==> src/acr_pkg.sv <==
package acr_pkg;

    // Register offsets within the selected page
    localparam logic [7:0] PAGE_SEL_ADDR        = 8'h00;
    localparam logic [7:0] BIQUAD_UPDATE_ADDR   = 8'h03;
    localparam logic [7:0] CLOCK_ROLE_ADDR      = 8'h0D;
    localparam logic [7:0] CHANNEL_LIMIT_ADDR   = 8'h0E;
    localparam logic [7:0] RATE_CONV_ADDR       = 8'h17;

    // Page that holds this bank
    localparam logic [7:0] BANK_PAGE            = 8'h00;

    // Reset values
    localparam logic [7:0] PAGE_SEL_RESET       = 8'h00;
    localparam logic [7:0] BIQUAD_UPDATE_RESET  = 8'h00;
    localparam logic [7:0] CLOCK_ROLE_RESET     = 8'h00;
    localparam logic [7:0] CHANNEL_LIMIT_RESET  = 8'h00;
    localparam logic [7:0] RATE_CONV_RESET      = 8'h00;

    // Writable bit masks; all other positions are reserved and read as zero
    localparam logic [7:0] BIQUAD_UPDATE_WMASK  = 8'h01;
    localparam logic [7:0] CLOCK_ROLE_WMASK     = 8'hC6;
    localparam logic [7:0] CHANNEL_LIMIT_WMASK  = 8'hF8;
    localparam logic [7:0] RATE_CONV_WMASK      = 8'hC0;

    // Field positions
    localparam int LIVE_UPDATE_BIT        = 0;
    localparam int PRIMARY_OVERRIDE_BIT   = 7;
    localparam int SECONDARY_OVERRIDE_BIT = 6;
    localparam int PRIMARY_INT_FS_BIT     = 2;
    localparam int SECONDARY_INT_FS_BIT   = 1;
    localparam int FORCE_CUSTOM_BIT       = 7;
    localparam int CUSTOM_MASK_LSB        = 3;
    localparam int CUSTOM_MASK_W          = 4;
    localparam int RATE_ON_BIT            = 7;
    localparam int RATE_AUTODET_OFF_BIT   = 6;

endpackage

==> src/acr_port_if.sv <==
`timescale 1ns/1ps
interface acr_port_if;
    logic role_sel;
    logic role_override;
    logic internal_frame_sync;
    logic bclk_out;
    logic fsync_out;
    logic autodetect_en;
    logic use_internal_fsync;

    modport ctrl
    (
        output role_sel,
        output role_override,
        output internal_frame_sync,
        input  bclk_out,
        input  fsync_out,
        input  autodetect_en,
        input  use_internal_fsync
    );
    modport role
    (
        input  role_sel,
        input  role_override,
        input  internal_frame_sync,
        output bclk_out,
        output fsync_out,
        output autodetect_en,
        output use_internal_fsync
    );
endinterface

==> src/acr_top.sv <==
`timescale 1ns/1ps
// Function
// - Live update bit 0 set allows biquad coefficient changes while running.
// - Primary override clear: primary port role follows primary role bit only.
// - Primary override set: role 0 bclk in/fsync out; role 1 opposite.
// - Secondary override clear: secondary port role follows secondary role bit only.
// - Secondary override set: same split as primary port.
// - Clock auto-detection is off for a port whose override is set.
// - Primary controller uses internal frame sync when bit 2 set and the primary port drives frame sync.
// - Secondary controller uses internal frame sync when bit 1 set and the secondary port drives frame sync.
// - Force-custom bit picks custom mask over standard channel limit selection.
// - Custom mask bits 6..3 enable channels 4..1.
// - Rate converter enable bit 7 turns converter on; resets to 0.
// - Rate auto-detection runs while bit 6 is zero.
module acr_top
(
    input  wire logic       ref_clk,
    input  wire logic       rst_n,
    input  wire logic       wr_en,
    input  wire logic       rd_en,
    input  wire logic [7:0] addr,
    input  wire logic [7:0] wr_data,
    output logic      [7:0] rd_data,
    output logic            rd_valid,
    input  wire logic       primary_role_sel,
    input  wire logic       secondary_role_sel,
    input  wire logic [3:0] standard_channel_limit_sel,
    output logic            filter_live_update_en,
    output logic            primary_bclk_out,
    output logic            primary_fsync_out,
    output logic            primary_autodetect_en,
    output logic            primary_use_internal_fsync,
    output logic            secondary_bclk_out,
    output logic            secondary_fsync_out,
    output logic            secondary_autodetect_en,
    output logic            secondary_use_internal_fsync,
    output logic      [3:0] channel_enable,
    output logic            rate_converter_on,
    output logic            rate_autodetect_en
);

    ////////////////////////////////////////////////////////////////////////////
    // Register storage

    logic [7:0] page_sel_reg;
    logic [7:0] biquad_update_ctrl_reg;
    logic [7:0] serial_port_clock_role_ctrl_reg;
    logic [7:0] dynamic_channel_limit_ctrl_reg;
    logic [7:0] rate_converter_ctrl_a_reg;
    logic       primary_role_sync_reg;
    logic       primary_role_meta_reg;
    logic       secondary_role_sync_reg;
    logic       secondary_role_meta_reg;
    logic [3:0] std_limit_meta_reg;
    logic [3:0] std_limit_sync_reg;
    logic [3:0] std_limit_prev_reg;
    logic [3:0] std_limit_stable_reg;
    logic       bank_sel;

    function automatic logic hit(input logic [7:0] a, input logic [7:0] target, input logic in_bank);
        hit = in_bank && (a == target);
    endfunction

    assign bank_sel = (page_sel_reg == acr_pkg::BANK_PAGE);

    ////////////////////////////////////////////////////////////////////////////
    // Page select, reachable from every page

    always_ff @(posedge ref_clk or negedge rst_n)
    begin
        if (!rst_n)
            page_sel_reg <= acr_pkg::PAGE_SEL_RESET;
        else if (wr_en && addr == acr_pkg::PAGE_SEL_ADDR)
            page_sel_reg <= wr_data;
    end

    ////////////////////////////////////////////////////////////////////////////
    // Configuration writes; reserved positions are masked off

    always_ff @(posedge ref_clk or negedge rst_n)
    begin
        if (!rst_n)
            biquad_update_ctrl_reg <= acr_pkg::BIQUAD_UPDATE_RESET;
        else if (wr_en && hit(addr, acr_pkg::BIQUAD_UPDATE_ADDR, bank_sel))
            biquad_update_ctrl_reg <= wr_data & acr_pkg::BIQUAD_UPDATE_WMASK;
    end

    always_ff @(posedge ref_clk or negedge rst_n)
    begin
        if (!rst_n)
            serial_port_clock_role_ctrl_reg <= acr_pkg::CLOCK_ROLE_RESET;
        else if (wr_en && hit(addr, acr_pkg::CLOCK_ROLE_ADDR, bank_sel))
            serial_port_clock_role_ctrl_reg <= wr_data & acr_pkg::CLOCK_ROLE_WMASK;
    end

    always_ff @(posedge ref_clk or negedge rst_n)
    begin
        if (!rst_n)
            dynamic_channel_limit_ctrl_reg <= acr_pkg::CHANNEL_LIMIT_RESET;
        else if (wr_en && hit(addr, acr_pkg::CHANNEL_LIMIT_ADDR, bank_sel))
            dynamic_channel_limit_ctrl_reg <= wr_data & acr_pkg::CHANNEL_LIMIT_WMASK;
    end

    always_ff @(posedge ref_clk or negedge rst_n)
    begin
        if (!rst_n)
            rate_converter_ctrl_a_reg <= acr_pkg::RATE_CONV_RESET;
        else if (wr_en && hit(addr, acr_pkg::RATE_CONV_ADDR, bank_sel))
            rate_converter_ctrl_a_reg <= wr_data & acr_pkg::RATE_CONV_WMASK;
    end

    ////////////////////////////////////////////////////////////////////////////
    // Read path: one cycle latency, unmapped or off-page reads give zero

    always_ff @(posedge ref_clk or negedge rst_n)
    begin
        if (!rst_n)
        begin
            rd_data  <= 8'h00;
            rd_valid <= 1'b0;
        end
        else
        begin
            rd_valid <= rd_en;
            if (!rd_en)
                rd_data <= 8'h00;
            else if (addr == acr_pkg::PAGE_SEL_ADDR)
                rd_data <= page_sel_reg;
            else if (hit(addr, acr_pkg::BIQUAD_UPDATE_ADDR, bank_sel))
                rd_data <= biquad_update_ctrl_reg;
            else if (hit(addr, acr_pkg::CLOCK_ROLE_ADDR, bank_sel))
                rd_data <= serial_port_clock_role_ctrl_reg;
            else if (hit(addr, acr_pkg::CHANNEL_LIMIT_ADDR, bank_sel))
                rd_data <= dynamic_channel_limit_ctrl_reg;
            else if (hit(addr, acr_pkg::RATE_CONV_ADDR, bank_sel))
                rd_data <= rate_converter_ctrl_a_reg;
            else
                rd_data <= 8'h00;
        end
    end

    ////////////////////////////////////////////////////////////////////////////
    // Role and limit selectors arrive from outside this clock; two-stage sync

    always_ff @(posedge ref_clk or negedge rst_n)
    begin
        if (!rst_n)
        begin
            primary_role_meta_reg   <= 1'b0;
            primary_role_sync_reg   <= 1'b0;
            secondary_role_meta_reg <= 1'b0;
            secondary_role_sync_reg <= 1'b0;
        end
        else
        begin
            primary_role_meta_reg   <= primary_role_sel;
            primary_role_sync_reg   <= primary_role_meta_reg;
            secondary_role_meta_reg <= secondary_role_sel;
            secondary_role_sync_reg <= secondary_role_meta_reg;
        end
    end

    always_ff @(posedge ref_clk or negedge rst_n)
    begin
        if (!rst_n)
        begin
            std_limit_meta_reg <= 4'h0;
            std_limit_sync_reg <= 4'h0;
        end
        else
        begin
            std_limit_meta_reg <= standard_channel_limit_sel;
            std_limit_sync_reg <= std_limit_meta_reg;
        end
    end

    // Bits of the selector may resolve on different edges, so a mixed word
    // can leave the synchroniser; a value is only used once seen twice in a row
    always_ff @(posedge ref_clk or negedge rst_n)
    begin
        if (!rst_n)
        begin
            std_limit_prev_reg   <= 4'h0;
            std_limit_stable_reg <= 4'h0;
        end
        else
        begin
            std_limit_prev_reg <= std_limit_sync_reg;
            if (std_limit_sync_reg == std_limit_prev_reg)
                std_limit_stable_reg <= std_limit_sync_reg;
        end
    end

    ////////////////////////////////////////////////////////////////////////////
    // Per-port role decode

    acr_port_if prim_if ();
    acr_port_if sec_if ();

    assign prim_if.role_sel            = primary_role_sync_reg;
    assign prim_if.role_override       = serial_port_clock_role_ctrl_reg[acr_pkg::PRIMARY_OVERRIDE_BIT];
    assign prim_if.internal_frame_sync = serial_port_clock_role_ctrl_reg[acr_pkg::PRIMARY_INT_FS_BIT];
    assign sec_if.role_sel             = secondary_role_sync_reg;
    assign sec_if.role_override        = serial_port_clock_role_ctrl_reg[acr_pkg::SECONDARY_OVERRIDE_BIT];
    assign sec_if.internal_frame_sync  = serial_port_clock_role_ctrl_reg[acr_pkg::SECONDARY_INT_FS_BIT];

    acr_port_role u_primary
    (
        .p (prim_if.role)
    );

    acr_port_role u_secondary
    (
        .p (sec_if.role)
    );

    ////////////////////////////////////////////////////////////////////////////
    // Registered outputs

    always_ff @(posedge ref_clk or negedge rst_n)
    begin
        if (!rst_n)
        begin
            primary_bclk_out             <= 1'b0;
            primary_fsync_out            <= 1'b0;
            primary_autodetect_en        <= 1'b1;
            primary_use_internal_fsync   <= 1'b0;
        end
        else
        begin
            primary_bclk_out             <= prim_if.bclk_out;
            primary_fsync_out            <= prim_if.fsync_out;
            primary_autodetect_en        <= prim_if.autodetect_en;
            primary_use_internal_fsync   <= prim_if.use_internal_fsync;
        end
    end

    always_ff @(posedge ref_clk or negedge rst_n)
    begin
        if (!rst_n)
        begin
            secondary_bclk_out           <= 1'b0;
            secondary_fsync_out          <= 1'b0;
            secondary_autodetect_en      <= 1'b1;
            secondary_use_internal_fsync <= 1'b0;
        end
        else
        begin
            secondary_bclk_out           <= sec_if.bclk_out;
            secondary_fsync_out          <= sec_if.fsync_out;
            secondary_autodetect_en      <= sec_if.autodetect_en;
            secondary_use_internal_fsync <= sec_if.use_internal_fsync;
        end
    end

    always_ff @(posedge ref_clk or negedge rst_n)
    begin
        if (!rst_n)
            channel_enable <= 4'h0;
        else if (dynamic_channel_limit_ctrl_reg[acr_pkg::FORCE_CUSTOM_BIT])
            channel_enable <= dynamic_channel_limit_ctrl_reg[acr_pkg::CUSTOM_MASK_LSB +: acr_pkg::CUSTOM_MASK_W];
        else
            channel_enable <= std_limit_stable_reg;
    end

    always_ff @(posedge ref_clk or negedge rst_n)
    begin
        if (!rst_n)
            filter_live_update_en <= 1'b0;
        else
            filter_live_update_en <= biquad_update_ctrl_reg[acr_pkg::LIVE_UPDATE_BIT];
    end

    always_ff @(posedge ref_clk or negedge rst_n)
    begin
        if (!rst_n)
        begin
            rate_converter_on  <= 1'b0;
            rate_autodetect_en <= 1'b1;
        end
        else
        begin
            rate_converter_on  <= rate_converter_ctrl_a_reg[acr_pkg::RATE_ON_BIT];
            rate_autodetect_en <= ~rate_converter_ctrl_a_reg[acr_pkg::RATE_AUTODET_OFF_BIT];
        end
    end

endmodule

==> src/acr_port_role.sv <==
`timescale 1ns/1ps
// Combinational role decode for one serial port
module acr_port_role
(
    acr_port_if.role p
);
    always_comb
    begin
        if (p.role_override)
        begin
            // Split roles: selector 1 drives bit clock, receives frame sync
            p.bclk_out  = p.role_sel;
            p.fsync_out = ~p.role_sel;
        end
        else
        begin
            p.bclk_out  = p.role_sel;
            p.fsync_out = p.role_sel;
        end
        p.autodetect_en      = ~p.role_override;
        // Internal frame sync only meaningful when this end drives frame sync
        p.use_internal_fsync = p.fsync_out & p.internal_frame_sync;
    end
endmodule

==> config.mk <==
export PLATFORM = sky130hd
export DESIGN_NAME = acr_top
export DESIGN_NICKNAME = d
export VERILOG_FILES = /design/src/acr_pkg.sv /design/src/acr_port_if.sv /design/src/acr_top.sv /design/src/acr_port_role.sv
export SDC_FILE = /design/constraint.sdc
export NUM_CORES = 1
export LEC_CHECK = 0
export ABC_CLOCK_PERIOD_IN_PS = 1900
export BUFFER_PORTS_ARGS = -buffer_cell sky130_fd_sc_hd__buf_2
export CAP_MARGIN = 20
export CELL_PAD_IN_SITES_DETAIL_PLACEMENT = 1
export CELL_PAD_IN_SITES_GLOBAL_PLACEMENT = 1
export CORE_MARGIN = 1.5
export CORE_UTILIZATION = 39
export DETAILED_ROUTE_END_ITERATION = 10
export PLACE_DENSITY_LB_ADDON = 0.1
export SLEW_MARGIN = 20
export SYNTH_ARGS = -nofsm -noshare
export SYNTH_HDL_FRONTEND = slang
export SYNTH_SLANG_ARGS = --single-unit
==> constraint.sdc <==
create_clock -name ref_clk -period 1.9 [get_ports ref_clk]
set_input_delay 0.38 -clock ref_clk [delete_from_list [all_inputs] [get_ports ref_clk]]
set_output_delay 0.38 -clock ref_clk [all_outputs]
set_load 0.01 [all_outputs]
---- Word-level counts from Yosys, hierarchy flattened ----
Index checks and enable logic that the tools add are counted.
word-level totals
  flip-flop bits (word level) ............. 64
  output and inout bits ................... 24
operators by class
  equality and inequality tests ........... 5
  mux-type cells .......................... 9
  bitwise gates (word level) .............. 7
  reductions and logical operators ........ 11
operator list
  kind                count
  $mux 8              6
  $eq 8x4->1 const B  2
  $logic_not 8->1     2
  $logic_and 1x1->1   9
  $eq 8x2->1 const B  1
  $eq 8x5->1 const B  1
  $not 1->1           5
  $eq 4x4->1          1
  $mux 4              1
  $and 1x1->1         2
  $mux 1              2

---- Logic depth before layout (Yosys ltp) ----
Gate-level depths: netlist of run 1.
  depth after elaboration ................. 8
  depth in mapped cells ................... 6
  depth with buffers taken out ............ 4

---- Modules after synthesis ----
A second synthesis of run 1 with hierarchy kept.
unflattened totals
  cell total of the unflattened synthesis .. 167
  area total of the unflattened synthesis .. 2,372.3 um^2
by module, submodules not included
  module         instances  cells an instance  area an instance (um^2)  seq. area each (um^2)
  acr_top        1          159                2,319.7                  1,605.3
  acr_port_role  2          4                  26.3                     0.0

---- Worst setup path before layout of run 1 ----
No wires, ideal clock.
  kind .................................... flip-flop to flip-flop
  from .................................... register page_sel_reg[0]
  to ...................................... register dynamic_channel_limit_ctrl_reg[3]
  setup time .............................. 125 ps
  arrival ................................. 1,779 ps
  setup slack ............................. -4 ps
  stages on the path, launching flop included .. 7
  buffers on the path ..................... 2
  path through ............................ dfrtp_1 nor4_1 and4_1 buf_2 and3_1 buf_2 mux2_2
between the ends
  longest elaborated chain between the ends .. 3
ends and longest elaborated chain
  element                 line            source
  start, declared         acr_top.sv:45   logic [7:0] page_sel_reg;
  start signal, assigned  acr_top.sv:72   page_sel_reg <= acr_pkg::PAGE_SEL_RESET;
  start signal, assigned  acr_top.sv:74   page_sel_reg <= wr_data;
  $logic_not 8->1         acr_top.sv:64   assign bank_sel = (page_sel_reg == acr_pkg::BANK_PAGE);
  $logic_and 1x1->1       acr_top.sv:61   hit = in_bank && (a == target);
  $logic_and 1x1->1       acr_top.sv:100  else if (wr_en && hit(addr, acr_pkg::CHANNEL_LIMIT_ADDR, bank_sel))
  end signal, assigned    acr_top.sv:99   dynamic_channel_limit_ctrl_reg <= acr_pkg::CHANNEL_LIMIT_RESET;
  end signal, assigned    acr_top.sv:101  dynamic_channel_limit_ctrl_reg <= wr_data & acr_pkg::CHANNEL_LIMIT_WMASK;
  end, declared           acr_top.sv:48   logic [7:0] dynamic_channel_limit_ctrl_reg;
Every way passes these cells.
A chain may end at the register's enable or synchronous reset.

---- Worst setup path after layout of run 1 ----
  from .................................... register page_sel_reg[0]
  to ...................................... register dynamic_channel_limit_ctrl_reg[7]
Same word-level chain as after synthesis.

==> results.md, run 1 <==
- Outcome: completed
- Crit share post-route: 93.9%
- Minimum clock period: 1.78 ns
- Max_cap viols: 0
- Post-synthesis sequential area ratio: 68.4%
- Iteration-0 DRC Markers: a little over 80
- Synth Area in Simple Gates: under 10%
- Dpl cell area: approximately 2800 µm²
- Via count: 1532
- Effective utilization at floorplan: 40.1%
- Fmax: between 500 and 600 MHz
- RSZ-0062 raised after global routing: no
- Cell Area, Synth: 2350 µm²
- Detailed-route DRC error count: 0
- Adder-Cell Fraction of Synth Area: 0%
- CP max stage cell: dfrtp_1
- Sum of negative setup slack: 0 ns
- ANT cells: 0
- Grt ovf: 0
- First-pass GRT wire length: between 7000 and 8000 µm
- I/O Buffers: 49
- CTS H-tree lvls: 3
- RR Startpoint: page_sel_reg[0]
- Worst slack, placed: -0.0720 ns
- TritonRoute pass-1 iters: 4
- Total CTS buffers: 9
- Chip Height: around 81 µm
- Worst r2r dst: dynamic_channel_limit_ctrl_reg[7]
- Clock transition at path regs: 0.07 ns
- DRT antenna net count: 0
- Final worst slack: 0.115 ns
- Seq cells post-synth: 64
- Register share of total power: about 47%
- Synthesized Nets: 180
- Arrival @ worst endpoint: between 2 and 2.5 ns
- Share of cells above drive strength 1: 49.3%
- Crit. End Element: flop
- Synth unique cells: 28
- Mux cell area share after synthesis: 13.4%
- Layout Nets: 248
- Core Region: 5850 µm²
- Endpoints failing hold: 0
- Chip width: 80.6 µm
- CTS tree: done
- Largest family of logic cells by synthesized area: multiplexers
- Power Dens Cells: 1090 nW/µm²
- GPL Wtd Cong: 0.784
- Final setup vio count: 0
- Hold Buf Count CTS: 0
- Fin area: 3030 µm²
- Compound-Gate Fraction of Synth Area: under 10%
- Worst-Margin Slew: between 0.3 and 0.4 ns
- Cell chain of the critical path: nor4_2 -> and4_1 -> and3_1 -> mux2_2
- Post-CTS Setup Repair Bufs: 0
- Mapped Avg Cell Area: 15.2 µm²
- Clk network pwr share: 43.7%
- Tightest Hold Check Type: input pin to asynchronous set/reset pin
- Setup crit start: page_sel_reg[0]
- Root buffer cell: clkbuf_8
- Switching portion of total power: 23.0%
- Startpoint Class: flop
- Rows: 28
- Worst skew pair latency: between 0.3 and 0.4 ns
- Clk sinks: 64
- Die area: approximately 6500 µm²
- Worst Skew: 0.0114 ns
- Delay-heaviest family, CP: simple AND/OR/NAND/NOR gates
- Syn. warnings: 0
- Largest fanout on the critical path: 5
- Power share of the combinational group: approximately a tenth
- Boundary pin count: 50
- Relative slew slack: 74.0%
- Post-layout util: between 50% and 60%
- Layout area overhead: 29.1%
- Worst IR drop on VDD: 0.000534 V
- Cell internal pwr: 2.53 mW
- Worst r2r path cells: 4
- Leak Pwr: 1.49 nW
- Most common cell after layout, fill and taps aside: dfrtp_1
- Crit path kind: flop to flop
- Commonest non-fill, non-tap cells in the layout: dfrtp_1 (61), buf_2 (49), mux2_2 (28), buf_4 (10), clkbuf_8 (9)
- Largest net degree at the start of global routing: 65
- # resized after CTS: 0
- Total GRT Usage: 17.4%
- Critical path required time: 2.13 ns
- Syn Inst Count: about 150
- Critical path depth: 4
- Critical path buffer and inverter count: 0
- Avg Vias per Cell: 5.07
- Initial antenna violation count: 0
- Post-DP HPWL: 3570 µm
- Post-synthesis xor/xnor area fraction: between 2 and 2.5%
- Slowest stage delay, CP: 0.42 ns
- Wire per inst: approximately 17 µm
- Worst reg-to-reg setup slack: 0.12 ns
- Worst Setup EP: dynamic_channel_limit_ctrl_reg[7]
- Number of global-route vias before repair: 1644
- Min Hold Slack: 0.0262 ns
- Net Sw Power: 0.755 mW
- Final Slew Violations: 0
- Final WL: 4990 µm
- Fill cells: 624
- CTS Buffer Depth: 2
## cells by family (layout without fill, tap and decap cells)
logic type             Yosys count  in the layout
flip-flops                      64             64
AND/OR/NAND/NOR                 36             36
XOR/XNOR                         6              6
AO/OA/AOI/OAI                   14             14
buffers and inverters            6             79
multiplexers                    28             28
## worst min path at each step
stage / from / end / cells past startpoint
finish: rst_n / secondary_use_internal_fsync / 2
global route: rst_n / primary_fsync_out / 2
CTS: rst_n / secondary_role_meta_reg / 2
detailed placement: secondary_role_meta_reg / sec_if.role_sel / 0
global placement: secondary_role_meta_reg / sec_if.role_sel / 0
floorplan: rst_n / biquad_update_ctrl_reg[0] / 0
## through the flow
step | power (mW) | instances
2_1_floorplan | 1.70 | 154
3_3_place_gp | 1.87 | 286
3_5_place_dp | 1.88 | 286
4_1_cts | 3.34 | 302
5_1_grt | 3.43 | 302
6_report | 3.29 | 302
## layer usage
layer | routed length (µm) | up-vias | global-route usage (%)
li1 | - | 693 | -
met1 | 2000 | 790 | 19.0
met2 | 2680 | 40 | 30.3
met3 | 228 | 9 | 4.77
met4 | 83 | 0 | 9.31
met5 | 0 | - | 0
## Yosys cell counts, drive strengths merged
cell type   n  area (µm²)
xor2        2        17.5
o31ai       2        15.0
nand2b      1        6.26
a21o        2        15.0
o41ai       1        8.76
a32oi       7        61.3
and2        4        25.0
nor3        3        15.0
nand2       3        18.8
a22oi       1        7.51
dfrtp      61        1530
or4         1        11.3
buf         2        10.0
nand4       2        12.5
a31oi       1        6.26
xnor2       4        35.0
nor2        3        11.3
inv         3        11.3
clkbuf      1        3.75
nand3       4        20.0
and4        1        8.76
nor2b       7        43.8
mux2       28         315
dfstp       3        78.8
and3        3        18.8
nor4        3        18.8
nor4b       1        23.8
## final cells by class
type / count / area, µm² / share of cell area, %
Sequential cell: 64 / 1610 / 53.0
Multi-Input combinational cell: 84 / 728 / 24.0
Timing Repair Buffer: 60 / 340 / 11.2
Clock inverter: 7 / 125 / 4.13
Clock buffer: 9 / 124 / 4.09
Tap cell: 75 / 93.8 / 3.10
Inverter: 3 / 11.3 / 0.372
## power groups by stage
stage / Clock (mW) / Sequential, mW / Combinational (mW)
after global routing: 1.53 / 1.56 / 0.339
final: 1.44 / 1.54 / 0.308
after global placement: 0 / 1.56 / 0.304
after detailed placement: 0 / 1.57 / 0.315
after CTS: 1.48 / 1.54 / 0.319
after floorplan: 0 / 1.58 / 0.125
Note: power is estimated with default switching activity, not from simulation.
==> run 2, diff against run 1 <==
CORE_UTILIZATION = 41   (was 39)
CTS_BUF_LIST = sky130_fd_sc_hd__clkbuf_4 sky130_fd_sc_hd__clkbuf_8   (was not set)
==> run 2 against run 1 <==
  * Combinational power is essentially flat
  * Worst setup slack lost 0.011 ns
  * Global-route usage grew 0.37 points
  * Clock skew shrank 0.0033 ns
  * Critical path depth grew 1
  * Worst hold slack gained 0.12 ns
  * Wire length shrank 1.3%
  * Sequential share of layout area grew 0.76 points
  * Clock power shrank 17%
  * Via count shrank 1.5%
  * First-iteration DRC count shrank 39%
  * Non-clock buffer count grew 1
==> results.md, run 2 (synthesized netlist as in run 1, its figures left out) <==
- CTS H-tree lvls: 3 (unchanged)
- Iteration-0 DRC Markers: 51 (-39%)
- Core Region: 5510 µm² (-5.9%)
- Fin area: 2990 µm² (-1.4%)
- Power Dens Cells: 1020 nW/µm² (-5.8%)
- Detailed-route DRC error count: 0 (unchanged)
- Crit. End Element: flop
- Crit path kind: flop to flop
- Commonest non-fill, non-tap cells in the layout: dfrtp_1 (61), buf_2 (49), mux2_2 (28), clkbuf_8 (11), buf_4 (11)
- Worst r2r path cells: 5 (+1)
- Post-DP HPWL: 3600 µm (+0.63%)
- Met2 usage: 28.8% (-1.5 points)
- Wire per inst: 16.4 µm (-0.66%)
- Outcome: completed
- Worst r2r dst: rate_converter_ctrl_a_reg[7]
- Root buffer cell: clkbuf_8
- Placed Cells: 283 (-1.0%)
- Initial antenna violation count: 0 (unchanged)
- ANT cells: 0 (unchanged)
- Power share of the combinational group: 10.0% (+0.6 points)
- Critical path required time: 2.11 ns (-0.02 ns)
- RR Startpoint: page_sel_reg[0]
- HP Start: standard_channel_limit_sel[3]
- Max_cap viols: 0 (unchanged)
- Final Slew Violations: 0 (unchanged)
- Delay-heaviest family, CP: simple AND/OR/NAND/NOR gates
- GPL Wtd Cong: 0.836 (+6.7%)
- Worst skew pair latency: 0.33 ns (-0.02 ns)
- Switching portion of total power: 21.9% (-1.1 points)
- Critical path's most frequent cell: and3_1
- Die area: 6190 µm² (-4.7%)
- First-pass GRT wire length: 8090 µm (+1.1%)
- Boundary pin count: 50 (unchanged)
- Clock transition at path regs: 0.07 ns (about the same)
- Final WL: 4920 µm (-1.3%)
- RSZ-0062 raised after global routing: no
- Most common cell after layout, fill and taps aside: dfrtp_1
- Effective utilization at floorplan: 42.6% (+2.5 points)
- Multi-input logic area: 729 µm² (+0.17%)
- Worst-Margin Slew: 0.453 ns (+0.0674 ns)
- Avg Vias per Cell: 5.03 (-0.84%)
- CP max stage cell: dfrtp_1
- Dpl cell area: 2760 µm² (-0.59%)
- Clk network pwr share: 39.4% (-4.3 points)
- Register share of total power: 50.5% (+3.6 points)
- Post-layout power: 3.05 mW (-7.2%)
- Worst Skew: 0.00805 ns (-0.00331 ns)
- Startpoint Class: flop
- Share of cells above drive strength 1: 49.6% (+0.22 points)
- CTS Buffer Depth: 2 (unchanged)
- Total GRT Usage: 17.7% (+0.37 points)
- Worst reg-to-reg setup slack: 0.10 ns (about the same)
- Arrival @ worst endpoint: 2.01 ns (about the same)
- Crit share post-route: 94.5% (+0.58 points)
- I/O Buffers: 49 (unchanged)
- TritonRoute pass-1 iters: 4 (unchanged)
- Busiest grt layer: met2
- Total CTS buffers: 9 (unchanged)
- Chip width: 78.6 µm (-2.4%)
- Number of global-route vias before repair: 1686 (+2.6%)
- Grt ovf: 0 (unchanged)
- Clk sinks: 64 (unchanged)
- Layout Nets: 249 (+0.40%)
- Minimum clock period: 1.80 ns (+0.0110 ns)
- Via count: 1509 (-1.5%)
- Met1 GRT Util: 22.0% (+3.0 points)
- Endpoints failing hold: 0 (unchanged)
- DRT antenna net count: 0 (unchanged)
- Tightest Hold Check Type: input pin to flop
- Cell internal pwr: 2.38 mW (-5.9%)
- Post-CTS Setup Repair Bufs: 0 (unchanged)
- Slowest stage delay, CP: 0.43 ns (about the same)
- Largest fanout on the critical path: 3 (-2)
- Fin cells: 300 (-0.66%)
- Register area: 1610 µm² (unchanged)
- Leak Pwr: 1.47 nW (-0.98%)
- Critical path buffer and inverter count: 1 (+1)
- Met3 usage: 4.88% (+0.11 points)
- Cells on Worst Hold Path: 1
- Largest net degree at the start of global routing: 38 (-42%)
- Cell chain of the critical path: nor4_2 -> buf_4 -> and3_1 -> and3_1 -> mux2_2
- Worst IR drop on VDD: 0.000525 V (-1.6%)
- Net Sw Power: 0.669 mW (-11%)
- Worst hold endpoint: std_limit_meta_reg[3]
- Fill cells: 574 (-8.0%)
- Chip Height: 78.6 µm (-2.4%)
- Final setup vio count: 0 (unchanged)
- Relative slew slack: 69.8% (-4.3 points)
- CTS tree: done
- Layout area overhead: 27.3%
- Fmax: 557 MHz (-0.61%)
- Rows: 27 (-3.6%)
[run 2: cell count changes in the layout (fill, tap and decap cells not counted), moves of 2 or more]
cell,change
bufinv_16,-2
inv_6,-3
clkbuf_8,+2
clkbuf_4,+4
[run 2: metrics by stage]
step / TNS, ns / utilization, % / worst slack [ns] / hold slack [ns]
after floorplan: 0 / - / 0.00699 / 0.0844
after global placement: -0.349 / 50.2 / -0.0413 / 0.333
after detailed placement: -0.602 / 50.2 / -0.0567 / 0.338
after CTS: 0 / 54.2 / 0.0919 / 0.126
after global routing: 0 / 54.2 / 0.0289 / 0.131
final: 0 / 54.2 / 0.104 / 0.150
[run 2: per-layer routing]
layer / wire, µm / vias up
li1: - / 693
met1: 2110 / 753
met2: 2450 / 48
met3: 244 / 15
met4: 121 / 0
met5: 0 / -
[run 2: cell type report]
type,count,share of cell area (%)
clock buffers,15,6.08
clock inverters,1,1.01
inverters,3,0.377
multi-input cells,84,24.4
flip-flops and latches,64,53.8
well taps,72,3.02
repair buffers,61,11.3
[run 2: worst max-delay path by stage]
stage / startpoint / to / slack [ns] / cells after the start
2_1_floorplan: addr[7] / page_sel_reg[0] / 0.007 / 4
3_3_place_gp: addr[7] / dynamic_channel_limit_ctrl_reg[3] / -0.04 / 5
4_1_cts: page_sel_reg[0] / dynamic_channel_limit_ctrl_reg[4] / 0.09 / 4
5_1_grt: page_sel_reg[0] / serial_port_clock_role_ctrl_reg[6] / 0.03 / 5
6_report: page_sel_reg[0] / rate_converter_ctrl_a_reg[7] / 0.10 / 5
3_5_place_dp: addr[7] / rate_converter_ctrl_a_reg[7] / -0.06 / 5
[run 2: power groups by stage]
stage / Sequential (mW) / Combinational, mW / Clock [mW]
finish: 1.54 / 0.306 / 1.20
global route: 1.56 / 0.341 / 1.30
CTS: 1.55 / 0.315 / 1.25
detailed placement: 1.57 / 0.310 / 0
global placement: 1.56 / 0.300 / 0
floorplan: 1.58 / 0.125 / 0
[run 2: repair_timing]
action	4_1_cts	5_1_grt
endpoints found under the hold margin	1	0
resized for setup	0	1
hold buffers	1	0
endpoints found under the setup margin	0	2
[run 2: worst register-to-register path, cell delays in order (launching register included)]
cell and delay [ns]:
dfrtp_1 0.43, nor4_2 0.34, buf_4 0.18, and3_1 0.17
and3_1 0.22, mux2_2 0.35
==> run 3, diff against run 2 <==
MAX_ROUTING_LAYER = met4   (was not set)
==> run 3 against run 2 <==
  * Clock power about the same
  * Register-to-register slack about the same
  * Design area unchanged
  * Via count unchanged
  * Flip-flop and latch count unchanged
  * Core utilization unchanged
  * Worst hold slack about the same
  * Combinational power about the same
  * Worst setup slack about the same
  * Sequential power about the same
  * Critical endpoint unchanged
  * Largest cell class unchanged
==> results.md, run 3 (synthesized netlist as in run 1, its figures left out) <==
- Multi-input logic area: 729 µm² (unchanged)
- HP Start: standard_channel_limit_sel[3]
- TritonRoute pass-1 iters: 4 (unchanged)
- Crit share post-route: 94.5% (about the same)
- Met3 wire length: 245 µm (+0.41%)
- Core Region: 5510 µm² (unchanged)
- Largest fanout on the critical path: 3 (unchanged)
- Arrival @ worst endpoint: 2.01 ns (about the same)
- Detailed-route DRC error count: 0 (unchanged)
- Rows: 27 (unchanged)
- Cell chain of the critical path: nor4_2 -> buf_4 -> and3_1 -> and3_1 -> mux2_2
- Post-layout power: 3.05 mW (about the same)
- Final worst slack: 0.104 ns (+0.000169 ns)
- Sum of negative setup slack: 0 ns (unchanged)
- Outcome: completed
- Critical path's most frequent cell: and3_1
- RSZ-0062 raised after global routing: no
- Die area: 6190 µm² (unchanged)
- ANT cells: 0 (unchanged)
- Largest net degree at the start of global routing: 38 (unchanged)
- Cell internal pwr: 2.38 mW (about the same)
- Register area: 1610 µm² (unchanged)
- Net Sw Power: 0.668 mW (about the same)
- Post-DP HPWL: 3600 µm (unchanged)
- Critical path required time: 2.11 ns (about the same)
- Share of cells above drive strength 1: 49.6% (unchanged)
- GPL Wtd Cong: 0.849 (+1.5%)
- Minimum clock period: 1.80 ns (-0.000169 ns)
- Switching portion of total power: 21.9% (about the same)
- Chip Height: 78.6 µm (unchanged)
- Clock transition at path regs: 0.07 ns (about the same)
- CP max stage cell: dfrtp_1
- Slowest stage delay, CP: 0.43 ns (about the same)
- Min Hold Slack: 0.150 ns (+0.000174 ns)
- Worst reg-to-reg setup slack: 0.10 ns (about the same)
- Final Slew Violations: 0 (unchanged)
- Startpoint Class: flop
- Worst-Margin Slew: 0.453 ns (+0.000115 ns)
- Worst slack, placed: -0.0567 ns (unchanged)
- Endpoints failing hold: 0 (unchanged)
- Crit. End Element: flop
- Clk network pwr share: 39.4% (about the same)
- Root buffer cell: clkbuf_8
- Avg Vias per Cell: 5.03 (unchanged)
- M1 wire length: 2100 µm (-0.14%)
- Effective utilization at floorplan: 42.6% (unchanged)
- Power share of the combinational group: 10.0% (about the same)
- Final WL: 4920 µm (about the same)
- Worst r2r path cells: 5 (unchanged)
- Critical path depth: 5 (unchanged)
- DRT antenna net count: 0 (unchanged)
- Chip width: 78.6 µm (unchanged)
- Fill cells: 574 (unchanged)
- Critical path buffer and inverter count: 1 (unchanged)
- Iteration-0 DRC Markers: 50 (-2.0%)
- First-pass GRT wire length: 8100 µm (+0.17%)
- CTS tree: done
- Register share of total power: 50.6% (about the same)
- Final setup vio count: 0 (unchanged)
- Via count: 1509 (unchanged)
- Clk sinks: 64 (unchanged)
- Boundary pin count: 50 (unchanged)
- Total CTS buffers: 9 (unchanged)
- Initial antenna violation count: 0 (unchanged)
- Worst Setup EP: rate_converter_ctrl_a_reg[7]
- I/O Buffers: 49 (unchanged)
- Layout Nets: 249 (unchanged)
- RR Startpoint: page_sel_reg[0]
- Max layer used: met4
- Commonest non-fill, non-tap cells in the layout: dfrtp_1 (61), buf_2 (49), mux2_2 (28), clkbuf_8 (11), buf_4 (11)
- CTS H-tree lvls: 3 (unchanged)
- Setup crit start: page_sel_reg[0]
- Worst IR drop on VDD: 0.000525 V (about the same)
- Power Dens Cells: 1020 nW/µm² (about the same)
- Met2 WL: 2450 µm (-0.20%)
- Fmax: 557 MHz (about the same)
- Wire per inst: 16.4 µm (about the same)
- Grt ovf: 0 (unchanged)
- Max_cap viols: 0 (unchanged)
- Total GRT Usage: 18.2% (+0.50 points)
- Tightest Hold Check Type: input pin to flop
- Leak Pwr: 1.47 nW (unchanged)
- CTS Buffer Depth: 2 (unchanged)
- Worst Skew: 0.00832 ns (+0.000268 ns)
- Number of global-route vias before repair: 1680 (-0.36%)
- Layout area overhead: 27.3% (unchanged)
- Worst r2r dst: rate_converter_ctrl_a_reg[7]
- Crit path kind: flop to flop
- Relative slew slack: 69.8% (about the same)
- Worst skew pair latency: 0.33 ns (about the same)
- Most common cell after layout, fill and taps aside: dfrtp_1
- Delay-heaviest family, CP: simple AND/OR/NAND/NOR gates
run 3: cell counts in the layout (fill, tap and decap cells not counted):
No cell type changed its count.
run 3: metal layers:
metal,up-vias,GRT usage (%)
met5,-,-
met4,0,8.04
li1,693,-
met1,753,22.0
met3,15,4.88
met2,48,28.8
run 3: how the worst min path moves through the flow:
stage	slack [ns]	cells past startpoint	to
floorplan	0.08	0	biquad_update_ctrl_reg[0]
global placement	0.33	0	sec_if.role_sel
detailed placement	0.34	1	rate_autodetect_en
CTS	0.13	1	std_limit_meta_reg[1]
global route	0.13	1	std_limit_meta_reg[3]
finish	0.15	1	std_limit_meta_reg[3]
run 3: layout make-up:
cell class	instances	area share, %
flip-flops and latches	64	53.8
multi-input cells	84	24.4
repair buffers	61	11.3
clock buffers	15	6.08
well taps	72	3.02
clock inverters	1	1.01
inverters	3	0.377
run 3: through the flow:
step | area (µm²) | instances | utilization (%)
6_report | 2990 | 300 | 54.2
5_1_grt | 2990 | 300 | 54.2
3_3_place_gp | 2760 | 283 | 50.2
2_1_floorplan | 2360 | 154 | -
4_1_cts | 2980 | 300 | 54.2
3_5_place_dp | 2760 | 283 | 50.2
run 3: power groups by stage:
| stage | combinational, mW | sequential (mW) | clock [mW] |
|---|---|---|---|
| 6_report | 0.306 | 1.54 | 1.20 |
| 5_1_grt | 0.341 | 1.56 | 1.30 |
| 4_1_cts | 0.315 | 1.55 | 1.25 |
| 3_5_place_dp | 0.310 | 1.57 | 0 |
| 3_3_place_gp | 0.300 | 1.56 | 0 |
| 2_1_floorplan | 0.125 | 1.58 | 0 |
run 3: timing repair:
action / in CTS / in global routing
gates resized for setup: 0 / 1
endpoints found under the hold margin: 1 / 0
endpoints found under the setup margin: 0 / 2
setup buffers: 0 / 0
hold buffers: 1 / 0
run 3: worst reg2reg max path: stages (launching register included):
cell and delay [ns]:
dfrtp_1 0.43, nor4_2 0.34, buf_4 0.18, and3_1 0.17
and3_1 0.22, mux2_2 0.35
